--- config.mk ---
export PLATFORM = sky130hd
export DESIGN_NAME = spc_serial_port
export DESIGN_NICKNAME = d
export VERILOG_FILES = /design/src/rtl/spc_pkg.sv /design/src/rtl/spc_serial_port.sv
export SDC_FILE = /design/constraint.sdc
export NUM_CORES = 1
export LEC_CHECK = 0
export BUFFER_PORTS_ARGS = -buffer_cell sky130_fd_sc_hd__buf_2
export CAP_MARGIN = 20
export CORE_MARGIN = 5
export CORE_UTILIZATION = 51
export DETAILED_ROUTE_END_ITERATION = 7
export PLACE_DENSITY = 0.77
export SETUP_SLACK_MARGIN = 0.4
export SLEW_MARGIN = 20
export SYNTH_ARGS = -nofsm -noshare
export SYNTH_HDL_FRONTEND = slang
export SYNTH_SLANG_ARGS = --single-unit
--- constraint.sdc ---
create_clock -name clk -period 9.9 [get_ports clk]
set_input_delay 0.99 -clock clk [delete_from_list [all_inputs] [get_ports clk]]
set_output_delay 0.99 -clock clk [all_outputs]
set_load 0.01 [all_outputs]
--- src/rtl/spc_pkg.sv ---
package spc_pkg;

  // ==========================================================
  // Register offsets
  localparam logic [2:0] SPC_OFF_DATA = 3'h0;
  localparam logic [2:0] SPC_OFF_STATUS = 3'h1;
  localparam logic [2:0] SPC_OFF_IRQLVL = 3'h3;
  localparam logic [2:0] SPC_OFF_ENABLE = 3'h4;
  localparam logic [2:0] SPC_OFF_FORMAT = 3'h5;
  localparam logic [2:0] SPC_OFF_BAUDL = 3'h6;
  localparam logic [2:0] SPC_OFF_BAUDH = 3'h7;

  // ==========================================================
  // Reset values
  localparam logic [7:0] SPC_RST_ENABLE = 8'h00;
  localparam logic [7:0] SPC_RST_FORMAT = 8'h03;
  localparam logic [7:0] SPC_RST_BAUDL = 8'h00;
  localparam logic [7:0] SPC_RST_BAUDH = 8'h00;
  localparam logic [7:0] SPC_RST_IRQLVL = 8'h00;

  // ==========================================================
  // Field positions
  localparam int SPC_EN_RX = 4;
  localparam int SPC_EN_TX = 3;
  localparam int SPC_EN_2X = 2;
  localparam int SPC_EN_MPC = 1;
  localparam int SPC_EN_B8 = 0;
  localparam int SPC_FMT_ORDER = 2;
  localparam int SPC_FMT_PHASE = 1;
  localparam int SPC_ST_TXDONE = 6;
  localparam int SPC_ST_EMPTY = 5;
  localparam int SPC_ST_FRAME_ERROR_FLAG = 4;
  localparam int SPC_ST_OVR = 3;
  localparam int SPC_ST_PARITY_ERROR_FLAG = 2;
  localparam int SPC_ST_RXB8 = 0;
  localparam int SPC_ST_RXDONE = 7;

  // ==========================================================
  // Timing counts
  localparam logic [4:0] SPC_DIV_NORMAL = 5'h10;
  localparam logic [4:0] SPC_DIV_DOUBLE = 5'h08;

  typedef enum logic [1:0] {
    SPC_MODE_ASYNC,
    SPC_MODE_SYNC,
    SPC_MODE_INFRARED,
    SPC_MODE_MSPI
  } spc_mode_t;

  typedef enum logic [1:0] {
    SPC_PAR_OFF,
    SPC_PAR_RSVD,
    SPC_PAR_EVEN,
    SPC_PAR_ODD
  } spc_par_t;

  // Register bus request
  typedef struct packed {
    logic [2:0] addr;
    logic [7:0] wdata;
    logic wr;
    logic rd;
  } spc_req_t;

  // Decoded interrupt requests
  typedef struct packed {
    logic [1:0] tx_done_level;
    logic [1:0] empty_level;
    logic [1:0] rx_level;
  } spc_irq_t;

endpackage

--- src/rtl/spc_serial_port.sv ---
// Added by the designer: strobed register access.
`timescale 1ns/1ps
module spc_serial_port
  import spc_pkg::*;
(
  input wire logic clk, // 50 MHz clock
  input wire logic arst_n, // Async reset, active low
  input wire spc_req_t req, // Register bus request
  output logic [7:0] rdata, // Read data, cycle after strobe
  input wire logic rx_pin, // Receive pin
  output logic tx_out, // Transmit pin level
  output logic tx_oe, // Transmitter owns transmit pin
  output logic rx_owned, // Receiver owns receive pin
  output logic xck_out, // Transfer clock in master SPI
  output spc_irq_t irq // Interrupt requests with level
);

  // ==========================================================
  // Registers
  logic [7:0] enable_ctl;
  logic [7:0] format_ctl;
  logic [7:0] baud_lo;
  logic [7:0] baud_hi;
  logic [5:0] irq_lvl;
  logic wr_en, wr_fmt, wr_bl, wr_bh, wr_irq, wr_data, wr_stat;

  assign wr_en = req.wr && req.addr == SPC_OFF_ENABLE;
  assign wr_fmt = req.wr && req.addr == SPC_OFF_FORMAT;
  assign wr_bl = req.wr && req.addr == SPC_OFF_BAUDL;
  assign wr_bh = req.wr && req.addr == SPC_OFF_BAUDH;
  assign wr_irq = req.wr && req.addr == SPC_OFF_IRQLVL;
  assign wr_data = req.wr && req.addr == SPC_OFF_DATA;
  assign wr_stat = req.wr && req.addr == SPC_OFF_STATUS;

  // Configuration storage; reserved enable bits stay zero
  always_ff @(posedge clk or negedge arst_n) begin
    if (!arst_n) begin
      enable_ctl <= SPC_RST_ENABLE;
      format_ctl <= SPC_RST_FORMAT;
      baud_lo <= SPC_RST_BAUDL;
      baud_hi <= SPC_RST_BAUDH;
      irq_lvl <= SPC_RST_IRQLVL[5:0];
    end else begin
      if (wr_en) enable_ctl <= {3'h0, req.wdata[4:0]};
      if (wr_fmt) format_ctl <= req.wdata;
      if (wr_bl) baud_lo <= req.wdata;
      if (wr_bh) baud_hi <= req.wdata;
      if (wr_irq) irq_lvl <= req.wdata[5:0];
    end
  end

  spc_mode_t mode;
  spc_par_t par;
  logic [11:0] divider;
  logic signed [3:0] scale;
  assign mode = spc_mode_t'(format_ctl[7:6]);
  assign par = spc_par_t'(format_ctl[5:4]);
  assign divider = {baud_hi[3:0], baud_lo};
  assign scale = baud_hi[7:4];

  // Data bits per character; reserved codes fall back to 8
  function automatic logic [3:0] char_bits(input logic [2:0] code);
    case (code)
      3'h0: char_bits = 4'h5;
      3'h1: char_bits = 4'h6;
      3'h2: char_bits = 4'h7;
      3'h7: char_bits = 4'h9;
      default: char_bits = 4'h8;
    endcase
  endfunction

  logic [3:0] nbits;
  logic mspi;
  assign mspi = mode == SPC_MODE_MSPI;
  assign nbits = mspi ? 4'h8 : char_bits(format_ctl[2:0]);

  // ==========================================================
  // Baud generator: prescaler then scale then divisor
  logic [11:0] pre_cnt;
  logic [4:0] sub_cnt;
  logic [6:0] scl_cnt;
  logic [4:0] divisor;
  logic [6:0] scl_top;
  logic bit_tick;
  logic async_mode;
  assign async_mode = mode == SPC_MODE_ASYNC || mode == SPC_MODE_INFRARED;
  // Synchronous modes run two prescaler steps per bit, ignoring double speed
  assign divisor = async_mode ? (enable_ctl[SPC_EN_2X] ? SPC_DIV_DOUBLE : SPC_DIV_NORMAL)
                              : 5'h02;
  // Negative scale is approximated by no scaling; -8 treated likewise
  assign scl_top = scale[3] ? 7'h00 : 7'((7'h01 << scale[2:0]) - 7'h01);

  always_ff @(posedge clk or negedge arst_n) begin
    if (!arst_n) begin
      pre_cnt <= 12'h000;
      sub_cnt <= 5'h00;
      scl_cnt <= 7'h00;
    end else if (wr_bl) begin
      pre_cnt <= 12'h000;
      sub_cnt <= 5'h00;
      scl_cnt <= 7'h00;
    end else if (pre_cnt < divider) begin
      pre_cnt <= pre_cnt + 12'h001;
    end else begin
      pre_cnt <= 12'h000;
      if (scl_cnt < scl_top) begin
        scl_cnt <= scl_cnt + 7'h01;
      end else begin
        scl_cnt <= 7'h00;
        sub_cnt <= (sub_cnt == divisor - 5'h01) ? 5'h00 : sub_cnt + 5'h01;
      end
    end
  end
  assign bit_tick = !wr_bl && pre_cnt >= divider && scl_cnt >= scl_top
                    && sub_cnt == divisor - 5'h01;

  // ==========================================================
  // Transmit buffer and shifter
  logic [8:0] tx_buf;
  logic tx_buf_full;
  logic [11:0] tx_shift;
  logic [3:0] tx_left;
  logic tx_busy;
  logic tx_done_flag, buffer_empty_flag;
  logic tx_active;
  logic tx_par;
  logic load_shift;
  logic tx_finish;
  logic [11:0] tx_frame;

  // Hold enable until everything queued has gone out
  assign tx_active = enable_ctl[SPC_EN_TX] || tx_busy || tx_buf_full;
  assign load_shift = tx_active && tx_buf_full && !tx_busy && bit_tick;
  assign tx_finish = tx_busy && bit_tick && tx_left == 4'h1;

  function automatic logic parity_of(input logic [8:0] d, input logic [3:0] n, input logic odd);
    logic p;
    p = odd;
    for (int i = 0; i < 9; i++) begin
      if (i < int'(n)) p = p ^ d[i];
    end
    return p;
  endfunction

  // Bit-order reversal for msb-first master SPI
  function automatic logic [7:0] rev8(input logic [7:0] d);
    for (int i = 0; i < 8; i++) rev8[i] = d[7 - i];
  endfunction

  // Asynchronous frame image: start 0, data, optional parity, stop ones above
  assign tx_par = parity_of(tx_buf, nbits, par == SPC_PAR_ODD);
  always_comb begin
    tx_frame = 12'hfff << (nbits + 4'h1);
    tx_frame = tx_frame | (({3'h0, tx_buf} << 1) & ~tx_frame);
    if (par[1]) tx_frame[nbits + 4'h1] = tx_par;
  end

  // Buffer write is ignored while the buffer is still full
  always_ff @(posedge clk or negedge arst_n) begin
    if (!arst_n) begin
      tx_buf <= 9'h000;
      tx_buf_full <= 1'b0;
    end else begin
      if (wr_data && !tx_buf_full) begin
        tx_buf <= {enable_ctl[SPC_EN_B8], req.wdata};
        tx_buf_full <= 1'b1;
      end else if (load_shift) begin
        tx_buf_full <= 1'b0;
      end
    end
  end

  // Frame: start, data lsb first, parity, stop(s); shifted from bit 0
  always_ff @(posedge clk or negedge arst_n) begin
    if (!arst_n) begin
      tx_shift <= 12'hfff;
      tx_left <= 4'h0;
      tx_busy <= 1'b0;
    end else if (load_shift) begin
      tx_busy <= 1'b1;
      if (mspi) begin
        tx_shift <= {4'hf, format_ctl[SPC_FMT_ORDER] ? tx_buf[7:0] : rev8(tx_buf[7:0])};
        tx_left <= 4'h8;
      end else begin
        tx_shift <= tx_frame;
        tx_left <= 4'(nbits + 4'h2 + {3'h0, par[1]} + {3'h0, format_ctl[3]});
      end
    end else if (tx_busy && bit_tick) begin
      tx_shift <= {1'b1, tx_shift[11:1]};
      tx_left <= tx_left - 4'h1;
      if (tx_left == 4'h1) tx_busy <= 1'b0;
    end
  end

  // Status flags; set wins over a clear in the same cycle
  always_ff @(posedge clk or negedge arst_n) begin
    if (!arst_n) begin
      tx_done_flag <= 1'b0;
      buffer_empty_flag <= 1'b1;
    end else begin
      if (tx_finish && !tx_buf_full) tx_done_flag <= 1'b1;
      else if (wr_stat && req.wdata[SPC_ST_TXDONE]) tx_done_flag <= 1'b0;
      if (wr_data && !tx_buf_full) buffer_empty_flag <= 1'b0;
      else if (load_shift) buffer_empty_flag <= 1'b1;
    end
  end

  // Pin and clock outputs
  always_ff @(posedge clk or negedge arst_n) begin
    if (!arst_n) begin
      tx_out <= 1'b1;
      tx_oe <= 1'b0;
      rx_owned <= 1'b0;
      xck_out <= 1'b0;
    end else begin
      tx_out <= tx_busy ? tx_shift[0] : 1'b1;
      tx_oe <= tx_active;
      rx_owned <= enable_ctl[SPC_EN_RX];
      // Mid-bit clock edge; phase picks which half is high
      xck_out <= mspi && tx_busy && ((sub_cnt == 5'h0) ^ format_ctl[SPC_FMT_PHASE]);
    end
  end

  // ==========================================================
  // Receiver: 3-stage input, sample mid bit
  logic rx_s1, rx_s2, rx_s3, rx_lvl;
  always_ff @(posedge clk or negedge arst_n) begin
    if (!arst_n) begin
      rx_s1 <= 1'b1;
      rx_s2 <= 1'b1;
      rx_s3 <= 1'b1;
      rx_lvl <= 1'b1;
    end else begin
      rx_s1 <= rx_pin;
      rx_s2 <= rx_s1;
      rx_s3 <= rx_s2;
      if (rx_s2 == rx_s3) rx_lvl <= rx_s3;
    end
  end

  logic rx_on;
  logic rx_busy;
  logic [3:0] rx_idx;
  logic [8:0] rx_sh;
  logic rx_par_bit;
  logic [8:0] rx_data;
  logic rx_full, frame_error_flag, rx_overrun_flag, parity_error_flag;
  logic rx_mid;
  logic [3:0] rx_last;
  logic os_tick;
  logic [4:0] rx_os;
  assign rx_on = enable_ctl[SPC_EN_RX];
  // Own bit phase from the start edge; the shared bit tick has arbitrary phase
  assign os_tick = !wr_bl && pre_cnt >= divider && scl_cnt >= scl_top;
  assign rx_mid = rx_busy && os_tick
                  && rx_os == (rx_idx == 4'h0 ? (divisor >> 1) - 5'h01 : divisor - 5'h01);
  assign rx_last = 4'(nbits + {3'h0, par[1]} + 4'h1);

  // Receive shifter; bit index 0 is start, then data, parity, stop
  always_ff @(posedge clk or negedge arst_n) begin
    if (!arst_n) begin
      rx_busy <= 1'b0;
      rx_idx <= 4'h0;
      rx_sh <= 9'h000;
      rx_par_bit <= 1'b0;
      rx_os <= 5'h00;
    end else if (!rx_on) begin
      rx_busy <= 1'b0;
    end else if (!rx_busy) begin
      if (!rx_lvl) begin
        rx_busy <= 1'b1;
        rx_idx <= 4'h0;
        rx_sh <= 9'h000;
        rx_os <= 5'h00;
      end
    end else begin
      if (os_tick) rx_os <= rx_mid ? 5'h00 : rx_os + 5'h01;
      if (rx_mid) begin
        rx_idx <= rx_idx + 4'h1;
        if (rx_idx >= 4'h1 && rx_idx <= nbits) rx_sh[rx_idx - 4'h1] <= rx_lvl;
        if (par[1] && rx_idx == nbits + 4'h1) rx_par_bit <= rx_lvl;
        if (rx_idx == rx_last) rx_busy <= 1'b0;
      end
    end
  end

  logic rx_end;
  logic rx_keep;
  assign rx_end = rx_on && rx_busy && rx_mid && rx_idx == rx_last;
  // Address frames carry a one in the ninth bit
  assign rx_keep = !enable_ctl[SPC_EN_MPC] || (nbits == 4'h9 && rx_sh[8]);

  // Receive buffer, single level; flushed when the receiver is off
  always_ff @(posedge clk or negedge arst_n) begin
    if (!arst_n) begin
      rx_data <= 9'h000;
      rx_full <= 1'b0;
      frame_error_flag <= 1'b0;
      rx_overrun_flag <= 1'b0;
      parity_error_flag <= 1'b0;
    end else if (!rx_on) begin
      rx_full <= 1'b0;
      frame_error_flag <= 1'b0;
      rx_overrun_flag <= 1'b0;
      parity_error_flag <= 1'b0;
    end else if (rx_end && rx_keep) begin
      rx_full <= 1'b1;
      if (rx_full) begin
        rx_overrun_flag <= 1'b1;
      end else begin
        rx_data <= mspi && !format_ctl[SPC_FMT_ORDER] ? {1'b0, rev8(rx_sh[7:0])} : rx_sh;
        frame_error_flag <= !mspi && !rx_lvl;
        parity_error_flag <= par[1] && !mspi
          && (parity_of(rx_sh, nbits, par == SPC_PAR_ODD) != rx_par_bit);
      end
    end else if (req.rd && req.addr == SPC_OFF_DATA) begin
      rx_full <= 1'b0;
      rx_overrun_flag <= 1'b0;
    end
  end

  // ==========================================================
  // Read port
  always_ff @(posedge clk or negedge arst_n) begin
    if (!arst_n) begin
      rdata <= 8'h00;
    end else if (req.rd) begin
      case (req.addr)
        SPC_OFF_DATA: rdata <= rx_data[7:0];
        SPC_OFF_STATUS: rdata <= {rx_full, tx_done_flag, buffer_empty_flag, frame_error_flag,
                                  rx_overrun_flag, parity_error_flag, 1'b0, rx_data[8]};
        SPC_OFF_IRQLVL: rdata <= {2'h0, irq_lvl};
        SPC_OFF_ENABLE: rdata <= enable_ctl;
        SPC_OFF_FORMAT: rdata <= format_ctl;
        SPC_OFF_BAUDL: rdata <= baud_lo;
        SPC_OFF_BAUDH: rdata <= baud_hi;
        default: rdata <= 8'h00;
      endcase
    end
  end

  // Interrupt requests carry the programmed level while the flag is up
  always_ff @(posedge clk or negedge arst_n) begin
    if (!arst_n) begin
      irq <= '0;
    end else begin
      irq.tx_done_level <= tx_done_flag ? irq_lvl[3:2] : 2'h0;
      irq.empty_level <= buffer_empty_flag ? irq_lvl[1:0] : 2'h0;
      irq.rx_level <= rx_full ? irq_lvl[5:4] : 2'h0;
    end
  end

  // ==========================================================
  // Assertions
  property p_empty_clear;
    @(posedge clk) disable iff (!arst_n)
    (wr_data && buffer_empty_flag) |=> !buffer_empty_flag;
  endproperty
  a_empty_clear: assert property (p_empty_clear) else $error("empty flag not cleared");

  property p_tx_irq;
    @(posedge clk) disable iff (!arst_n)
    (tx_done_flag && irq_lvl[3:2] != 2'h0) |=> irq.tx_done_level == $past(irq_lvl[3:2]);
  endproperty
  a_tx_irq: assert property (p_tx_irq) else $error("tx done irq missing");

  property p_dre_irq;
    @(posedge clk) disable iff (!arst_n)
    (!buffer_empty_flag) |=> irq.empty_level == 2'h0;
  endproperty
  a_dre_irq: assert property (p_dre_irq) else $error("empty irq without flag");

  property p_rx_flush;
    @(posedge clk) disable iff (!arst_n)
    !rx_on |=> !frame_error_flag && !rx_overrun_flag && !parity_error_flag;
  endproperty
  a_rx_flush: assert property (p_rx_flush) else $error("rx flags survive off");

  property p_tx_hold;
    @(posedge clk) disable iff (!arst_n)
    (tx_busy && !enable_ctl[SPC_EN_TX]) |=> tx_oe;
  endproperty
  a_tx_hold: assert property (p_tx_hold) else $error("tx released early");

  property p_rx_own;
    @(posedge clk) disable iff (!arst_n)
    $rose(rx_on) |=> rx_owned;
  endproperty
  a_rx_own: assert property (p_rx_own) else $error("rx pin not owned");

  property p_reload;
    @(posedge clk) disable iff (!arst_n)
    wr_bl |=> pre_cnt == 12'h000 && scl_cnt == 7'h00;
  endproperty
  a_reload: assert property (p_reload) else $error("prescaler not reloaded");

  property p_txc_set;
    @(posedge clk) disable iff (!arst_n)
    (tx_finish && !tx_buf_full) |=> tx_done_flag;
  endproperty
  a_txc_set: assert property (p_txc_set) else $error("tx done flag not set");

endmodule // spc_serial_port

After elaboration in Yosys (flattened, before gate mapping):

Index checks and enable logic that the tools add are counted.

* add/sub/neg operators: 16
* $mul: 0
* divide/modulo/power cells: 0
* magnitude comparators: 19
* equality and inequality tests: 30
* shifts and indexed selects: 2
* mux-type cells: 117
* bitwise logic cells: 23
* reductions and logical operators: 65

Operators by type and width (count)
* two-way mux 1 bit: 74
* two-way mux 12 bit: 6
* case mux 8 bit (7 select lines): 1
* two-way mux 5 bit: 11
* two-way mux 9 bit: 5
* logical AND 1 bit: 36
* two-way mux 4 bit: 7
* two-way mux 7 bit: 4
* XOR 1 bit: 19
* < comparator 3 x 4 -> 1 bit (first input constant): 4
* case mux 4 bit (4 select lines): 1
* equality test 3 bit (second input constant): 5
* adder 12 x 1 -> 12 bit (second input constant): 1
* adder 4 x 1 -> 4 bit: 3
* adder 4 x 1 -> 4 bit (second input constant): 3
* AND 10 x 12 -> 12 bit: 1
* bitwise mux 12 bit: 1
* greater-or-equal comparator 12 bit: 1
* greater-or-equal comparator 4 x 1 -> 1 bit (second input constant): 3
* < comparator 12 bit: 1
* inverter 12 bit: 1
* OR 12 bit: 1
* << shifter 12 x 4 -> 12 bit (first input constant): 1
* adder 5 x 1 -> 5 bit (second input constant): 2
* 42 further kinds: 80

* register bits: 143
* latch bits: 0
* RAM bits: 0
* memory bits (read-only): 0
* input bits: 16
* output and inout port bits: 18
* word-level logic and storage cells: 309
* memories kept: 0

Logic depth before layout (Yosys ltp):

Gate-level depths: netlist of run 1.

* depth after elaboration: 57
* depth in mapped cells: 16
* gate-level depth less buffers: 13

Least setup slack after synthesis of run 1:

OpenSTA, ideal clock, no wires.

* path kind: register -> register
* from: register format_ctl[1]
* to: register rx_par_bit
* arrival time: 3.311 ns
* data required time: 9.775 ns
* slack: 6.464 ns
* cell stages (with the launch flop): 15
* path buffers: 3
* cell sequence: dfstp_2 > buf_6 > a221o_1 > buf_6 > inv_8 > o21ai_0 > inv_1 > ha_1 > inv_1 > ha_1 > clkbuf_1 > xnor2_1 > or4_1 > nor3_1 > mux2_2

* word-level cells in the longest chain between the ends: 7
* elaborated cells between the ends (all ways): 10
* those cells by class: add/sub: 1; eq/ne: 4; mux: 2; reduce/logical: 3

RTL lines
* start: declaration: line spc_serial_port.sv:21 `logic [7:0] format_ctl;`
* start signal: assignment: line spc_serial_port.sv:45 `if (wr_fmt) format_ctl <= req.wdata;`
* equality test 3 bit (tied with other cells): line spc_serial_port.sv:63 `case (code)`
* case mux 4 bit (4 select lines) *: line spc_serial_port.sv:63
* two-way mux 4 bit *: line spc_serial_port.sv:75 `assign nbits = mspi ? 4'h8 : char_bits(format_ctl[2:0]);`
* adder 4 x 1 -> 4 bit *: line spc_serial_port.sv:281 `if (par[1] && rx_idx == nbits + 4'h1) rx_par_bit <= rx_lvl;`
* equality test 4 bit *: line spc_serial_port.sv:281
* logical AND 1 bit *: line spc_serial_port.sv:281
* AND reduction 4 bit (no source line) *
* end signal: assignment: line spc_serial_port.sv:281
* end: declaration: line spc_serial_port.sv:245 `logic rx_par_bit;`

Every way passes the cells marked *; elsewhere a longest branch is shown, timed or not.
A chain may end at the register's enable or synchronous reset.

Final worst setup path of run 1:

* from: register format_ctl[2]
* to: register frame_error_flag

* word-level cells in the longest chain between the ends: 10
* elaborated cells between the ends (all ways): 16
* those cells by class: add/sub: 2; eq/ne: 6; mux: 2; reduce/logical: 6

RTL lines
* equality test 3 bit (tied with other cells): line spc_serial_port.sv:63
* case mux 4 bit (4 select lines) *: line spc_serial_port.sv:63
* two-way mux 4 bit *: line spc_serial_port.sv:75
* adder 4 x 1 -> 4 bit (2 in series): line spc_serial_port.sv:257 `assign rx_last = 4'(nbits + {3'h0, par[1]} + 4'h1);`
* equality test 4 bit: line spc_serial_port.sv:289 `assign rx_end = rx_on && rx_busy && rx_mid && rx_idx == rx_last;`
* logical AND 1 bit: line spc_serial_port.sv:289
* logical AND 1 bit *: line spc_serial_port.sv:306 `end else if (rx_end && rx_keep) begin`
* != test 2 x 1 -> 1 bit (no source line) *
* AND reduction 2 bit (no source line) *
* end signal: assignment: line spc_serial_port.sv:312 `frame_error_flag <= !mspi && !rx_lvl;`
* end: declaration: line spc_serial_port.sv:247 `logic rx_full, frame_error_flag, rx_overrun_flag, parity_error_flag;`

Marked as above.

==> flow_summary_export.csv, run 1 <==
group,metric,value,unit
outcome,status,"finished clean",
timing,skew,0.0111,ns
hold_path,holdPathStages,0,
worst_setup_path,reg2reg_depth,11,
timing,tightest_slew,1.03,ns
synth,yosysSeqAreaShare,0.413,
place,port_buffers,33,
synth,synthCells,925,
global_routing,grt_pass1_vias,6908,
global_routing,antenna_found_initial,0,
power,ir_worst_vdd,0.170,mV
global_routing,grt_pass1_wl,37000,um
power,seq_power_share,0.382,
worst_setup_path,critical_path_class,"flip-flop to flip-flop",
detailed_routing,wl_met1,9410,um
global_routing,grtUsageTotal,0.234,
place,hpwl,16000,um
detailed_routing,wl,22300,um
power,internal_power,1.35,mW
detailed_routing,wl_per_cell,19.1,um
cells_and_area,syn2layout_area_growth,10.1,%
clocking,clk_latency,0.44,ns
die,die_x,141,um
die,dieArea,19800,sq um
die,die_y,141,um
timing,rsz0062_at_grt,"no",
synth,synth_area_leaders,"dfrtp_1, ha_1, dfstp_2, mux2_2, nand2_1",
hold_path,min_path_type,"flip-flop to flip-flop",
detailed_routing,vias,7224,
detailed_routing,drc_errors,0,
run,drv_cap,0,
cells_and_area,drive_above_1_share,0.158,
power,pwr-share-clk,0.292,
global_routing,overflow,0,
synth,synth-edff-count,0,
synth,yosysMostFrequentCell,"dfrtp_1",
die,io_pins,34,
synth,synth.cell_area,8720,sq um
synth,yosys.cell_types.count,76,
detailed_routing,wl_met2,10900,um
synth,synth_top_flop_cell,"dfrtp_1",
global_routing,grt_max_degree,75,
timing,report.final.slew_viol_count,0,
detailed_routing,wl_met3,1650,um
detailed_routing,top_layer_used,"met4",
synth,synth.avg_cell_area,9.42,sq um
detailed_routing,drtPass1Iterations,5,
synth,ys_async_sr_fraction,1.00,
clocking,h-tree-depth,4,
timing,setup_tns,0,ns
clocking,clock-sinks,143,
detailed_routing,drtIter0Drc,636,
worst_setup_path,crit_required,10.27,ns
detailed_routing,antenna_left,0,
detailed_routing,routed_via_density,6.18,
timing,fmax,0.231,GHz
power,p_comb_frac,0.326,
worst_setup_path,crit_arrival,4.70,ns
place,gp_congestion,0.972,
timing,slew_headroom,0.307,
cells_and_area,diodes,0,
clocking,clk_pin_slew,0.07,ns
clocking,hold_buffers,0,
power,p_sw_frac,0.388,
power,power.switching,0.853,mW
synth,yosysWarnings,0,
power,power.leakage,4.37,nW
worst_setup_path,cp_max_fo,22,
cells_and_area,final_cell_area,9600,sq um
worst_setup_path,end_kind,"flip-flop",
clocking,cts_max_path_buffers,2,
timing,min_period_over_period,0.437,
timing,setup_violations,0,
synth,syn-num-nets,989,
synth,yosysTopAreaCellShare,0.353,
synth,synth-seq-cells,143,
clocking,cts_tree,"yes",
clocking,numCtsBuffers,17,
place,placed_cell_area,9010,sq um
die,core_area,16700,sq um
timing,finalHoldViolCount,0,
die,initial_core_util,0.522,
cells_and_area,num-nets-final,1000,
synth,yosysTopAreaCell,"dfrtp_1",
power,p_per_area,229,nW/um^2
timing,finalCriticalPeriod,4.33,ns
synth,yosys-top-cells-count,"dfrtp_1, nand2_1, nor2_1",
clocking,cts-root-buf,"clkbuf_16",
worst_setup_path,cp-start-kind,"flip-flop",
clocking,post_cts_resized,0,
die,rows,47,
clocking,cts_setup_buffers,0,
==> metrics by stage <==
| step | worst slack (ns) | hold slack (ns) | util | power, mW | std cells |
|---|---|---|---|---|---|
| global placement | 5.84 | 0.352 | 0.539 | 1.52 | 1137 |
| finish | 5.57 | 0.359 | 0.575 | 2.20 | 1169 |
| global route | 5.24 | 0.371 | 0.575 | 2.33 | 1169 |
| detailed placement | 5.69 | 0.348 | 0.539 | 1.54 | 1137 |
| CTS | 5.66 | 0.363 | 0.575 | 2.19 | 1169 |
| floorplan | 6.46 | 0.345 | - | 1.34 | 925 |
==> worst paths after layout <==
kind / startpoint / end / slack, ns
max reg2reg: format_ctl[2]$_DFFE_PN0P_ / frame_error_flag$_DFFE_PN0P_ / 5.57
min in group asynchronous: arst_n / irq_lvl[4]$_DFFE_PN0P_ / 0.56
max in group asynchronous: arst_n / scl_cnt[4]$_DFFE_PN0P_ / 7.98
min: rx_s1$_DFF_PN1_ / rx_s2$_DFF_PN1_ / 0.36
max: format_ctl[2]$_DFFE_PN0P_ / frame_error_flag$_DFFE_PN0P_ / 5.57
min reg2reg: rx_s1$_DFF_PN1_ / rx_s2$_DFF_PN1_ / 0.36
==> cells in the final DEF, fill, tap and decap left out, types with 5 or more instances in the layout <==
cell type  count
dfrtp_1      123
nand2_1       86
nor2_1        62
nand3_1       57
o21ai_0       55
a21oi_1       53
ha_1          47
inv_1         46
mux2_2        44
buf_2         32
a21o_1        22
xnor2_1       20
dfstp_2       20
mux2i_1       18
o31ai_1       17
clkbuf_16     17
nor3_1        14
and2_1        14
nor2b_1       13
xor2_1        13
o22ai_1       13
nand4_1       12
or3_1          9
a22oi_1        9
or4_1          9
nand2b_1       7
inv_6          7
and3_1         6
a31oi_1        6
buf_4          6
inv_8          5
==> area by class of cell <==
class | instances | area (sq um)
inverter | 47 | 184
multi-input combinational | 688 | 4730
clock buffer | 17 | 425
clock inverter | 15 | 164
timing repair buffer | 39 | 216
fill | 1423 | 7100
sequential | 143 | 3600
tap | 220 | 275
==> routing by layer <==
metal  vias up  track usage
li1       3375            -
met1      3565        0.319
met2       256        0.380
met3        28       0.0477
met4         0       0.0668
met5         -            0
==> critical path: stages (launching register included) <==
cell      delay [ns]
dfrtp_1         0.74
a221o_1         0.53
inv_8           0.08
o21ai_0         0.33
inv_1           0.20
ha_1            0.25
xnor2_1         0.14
o31a_1          0.34
nor4_1          0.23
nand4_1         0.70
or3_1           0.59
a21boi_1        0.15
==> cell families after synthesis <==
group | after synthesis | synth area share
compound gates | 225 | 0.168
xor+xnor | 35 | 0.0383
fa+ha+maj | 49 | 0.0709
buf+inv | 94 | 0.0442
flops | 143 | 0.413
mux | 65 | 0.0861
simple gates | 314 | 0.179
==> power by group through the flow <==
stage	combinational (mW)	clock, mW	sequential, mW
after global routing	0.796	0.682	0.856
after floorplan	0.560	0	0.783
after detailed placement	0.699	0	0.842
after global placement	0.680	0	0.840
final	0.716	0.643	0.840
after CTS	0.709	0.649	0.834
==> registers in the layout (all words and copies together), names as in the netlist, 4 cells and up <==
signal	count
baud_hi	8
scl_cnt	7
irq	6
rx_idx	4
format_ctl	8
irq_lvl	6
rx_sh	9
baud_lo	8
enable_ctl	5
tx_left	4
tx_shift	12
rx_os	5
sub_cnt	5
rx_data	9
pre_cnt	12
tx_buf	9
rdata	8
Power figures use the tool's default switching activity.
==> inputs of run 2 (changes only) <==
--- a/config.mk
+++ b/config.mk
@@ -10,7 +10,7 @@
 export CORE_MARGIN = 5
 export CORE_UTILIZATION = 51
 export DETAILED_ROUTE_END_ITERATION = 7
-export PLACE_DENSITY = 0.77
+export PLACE_DENSITY = 0.79
 export SETUP_SLACK_MARGIN = 0.4
 export SLEW_MARGIN = 20
 export SYNTH_ARGS = -nofsm -noshare
==> constraint.sdc (replaced) <==
create_clock -name clk -period 3.65 [get_ports clk]
set_input_delay 0.365 -clock clk [delete_from_list [all_inputs] [get_ports clk]]
set_output_delay 0.365 -clock clk [all_outputs]
set_load 0.01 [all_outputs]
==> flow_summary_export.csv, run 2 (synthesis gave the netlist of run 1 again) <==
group,metric,value,unit
outcome,status,"finished clean",
timing,finalCriticalPeriod,3.10,ns
clocking,cts_tree,"yes",
worst_setup_path,crit_family,"simple AND/OR/NAND/NOR gates",
timing,tightest_slew,0.918,ns
clocking,clk_latency,0.44,ns
cells_and_area,syn2layout_area_growth,12.3,%
hold_path,min_path_type,"primary input to flip-flop",
worst_setup_path,crit_arrival,3.47,ns
die,die_x,141,um
global_routing,overflow,0,
clocking,hold_buffers,0,
global_routing,grt_pass1_vias,7235,
clocking,cts_max_path_buffers,2,
timing,setup_violations,0,
power,p_per_area,623,nW/um^2
cells_and_area,diodes,0,
global_routing,grt_max_degree,103,
die,core_area,16700,sq um
clocking,numCtsBuffers,17,
worst_setup_path,cp_cell_sequence,"inv_1 > ha_2 > nor3b_4 > xnor2_1 > o311ai_1 > and4b_2 > nand4_1 > buf_4 > or3_1 > a21oi_1",
timing,setup_tns,0,ns
cells_and_area,stdcell_count,1188,
timing,finalHoldWorstSlack,0.0175,ns
detailed_routing,routed_via_density,6.14,
worst_setup_path,critical_path_class,"flip-flop to flip-flop",
power,finalPower,6.10,mW
place,port_buffers,33,
cells_and_area,nFillCells,1411,
timing,report.final.slew_viol_count,0,
detailed_routing,vias,7290,
detailed_routing,drtIter0Drc,492,
global_routing,grt_pass1_wl,37900,um
hold_path,hold_start,"rx_pin",
worst_setup_path,crit_required,4.02,ns
die,rows,47,
worst_setup_path,cp-start-kind,"flip-flop",
die,dieArea,19800,sq um
global_routing,antenna_found_initial,0,
detailed_routing,wl,23100,um
clocking,cts-root-buf,"clkbuf_16",
worst_setup_path,worst-path-buf-inv,2,
die,die_y,141,um
cells_and_area,drive_above_1_share,0.186,
global_routing,grtUsageTotal,0.240,
run,drv_cap,0,
timing,finalHoldViolCount,0,
timing,slew_headroom,0.388,
worst_setup_path,end_kind,"flip-flop",
worst_setup_path,startpoint,"rx_idx[0]$_DFFE_PN0P_",
worst_setup_path,cp_slowest_cell,"dfrtp_1",
worst_setup_path,critPathMaxStageDelay,0.51,ns
worst_setup_path,reg2reg_from,"rx_idx[0]$_DFFE_PN0P_",
detailed_routing,drtPass1Iterations,4,
detailed_routing,drc_errors,0,
power,power.leakage,4.45,nW
power,ir_worst_vdd,0.425,mV
timing,rsz0062_at_grt,"yes",
detailed_routing,antenna_left,0,
place,dp.cells,1150,
worst_setup_path,cp_max_fo,12,
die,initial_core_util,0.522,
cells_and_area,top_regs,"pre_cnt x12, tx_shift x12",
cells_and_area,final_util,0.586,
timing,min_period_over_period,0.850,
clocking,clock-sinks,143,
clocking,clk_pin_slew,0.07,ns
timing,fmax,0.322,GHz
cells_and_area,mostFrequentLayoutCell,"dfrtp_1",
place,hpwl,16400,um
cells_and_area,final_cell_mix,"dfrtp_1, nand2_1, nor2_1",
place,gp_congestion,0.962,
detailed_routing,wl_per_cell,19.4,um
cells_and_area,num-nets-final,1019,
die,io_pins,34,
clocking,h-tree-depth,4,
timing,skew,0.0114,ns
[run 2: stage by stage]
| stage | cell area, sq um | setup WS [ns] |
|---|---|---|
| 3_5_place_dp | 9110 | 0.435 |
| 5_1_grt | 9790 | 0.376 |
| 3_3_place_gp | 9110 | 0.529 |
| 4_1_cts | 9720 | 0.409 |
| 6_report | 9790 | 0.549 |
| 2_1_floorplan | 8720 | 0.473 |
[run 2: area by class of cell]
cell class / count / area, sq um / share of cell area
inverter: 47 / 184 / 0.0188
clock buffer: 17 / 425 / 0.0435
sequential: 143 / 3600 / 0.368
clock inverter: 15 / 163 / 0.0166
multi-input combinational: 688 / 4770 / 0.488
tap: 220 / 275 / 0.0281
timing repair buffer: 58 / 359 / 0.0367
[run 2: final timing paths]
path,cells past startpoint,to,slack (ns)
max,10,rx_idx[3]$_DFFE_PN0P_,0.55
min reg2reg,0,rx_s2$_DFF_PN1_,0.36
max in group asynchronous,2,tx_shift[7]$_DFFE_PN1P_,2.71
max reg2reg,10,rx_idx[3]$_DFFE_PN0P_,0.55
min in group asynchronous,1,rx_data[4]$_DFFE_PN0P_,0.03
min,1,rx_s1$_DFF_PN1_,0.02
[run 2: timing repair]
item,4_1_cts,5_1_grt
buffers inserted,3,3
setup endpoints to repair,1,31
endpoints found under the hold margin,0,0
gates resized for setup,0,13
pin swaps,1,1
[run 2: routing by layer]
layer | up-vias | GRT usage | wire length [um]
met3 | 57 | 0.0637 | 1660
met2 | 256 | 0.373 | 10700
met1 | 3583 | 0.322 | 10000
li1 | 3394 | - | -
met5 | - | 0 | 0
met4 | 0 | 0.0928 | 670
[run 2: where the power goes]
part | internal, mW | switching (mW)
combinational | 0.921 | 1.17
sequential | 1.87 | 0.371
clock | 0.973 | 0.796
total | 3.76 | 2.33
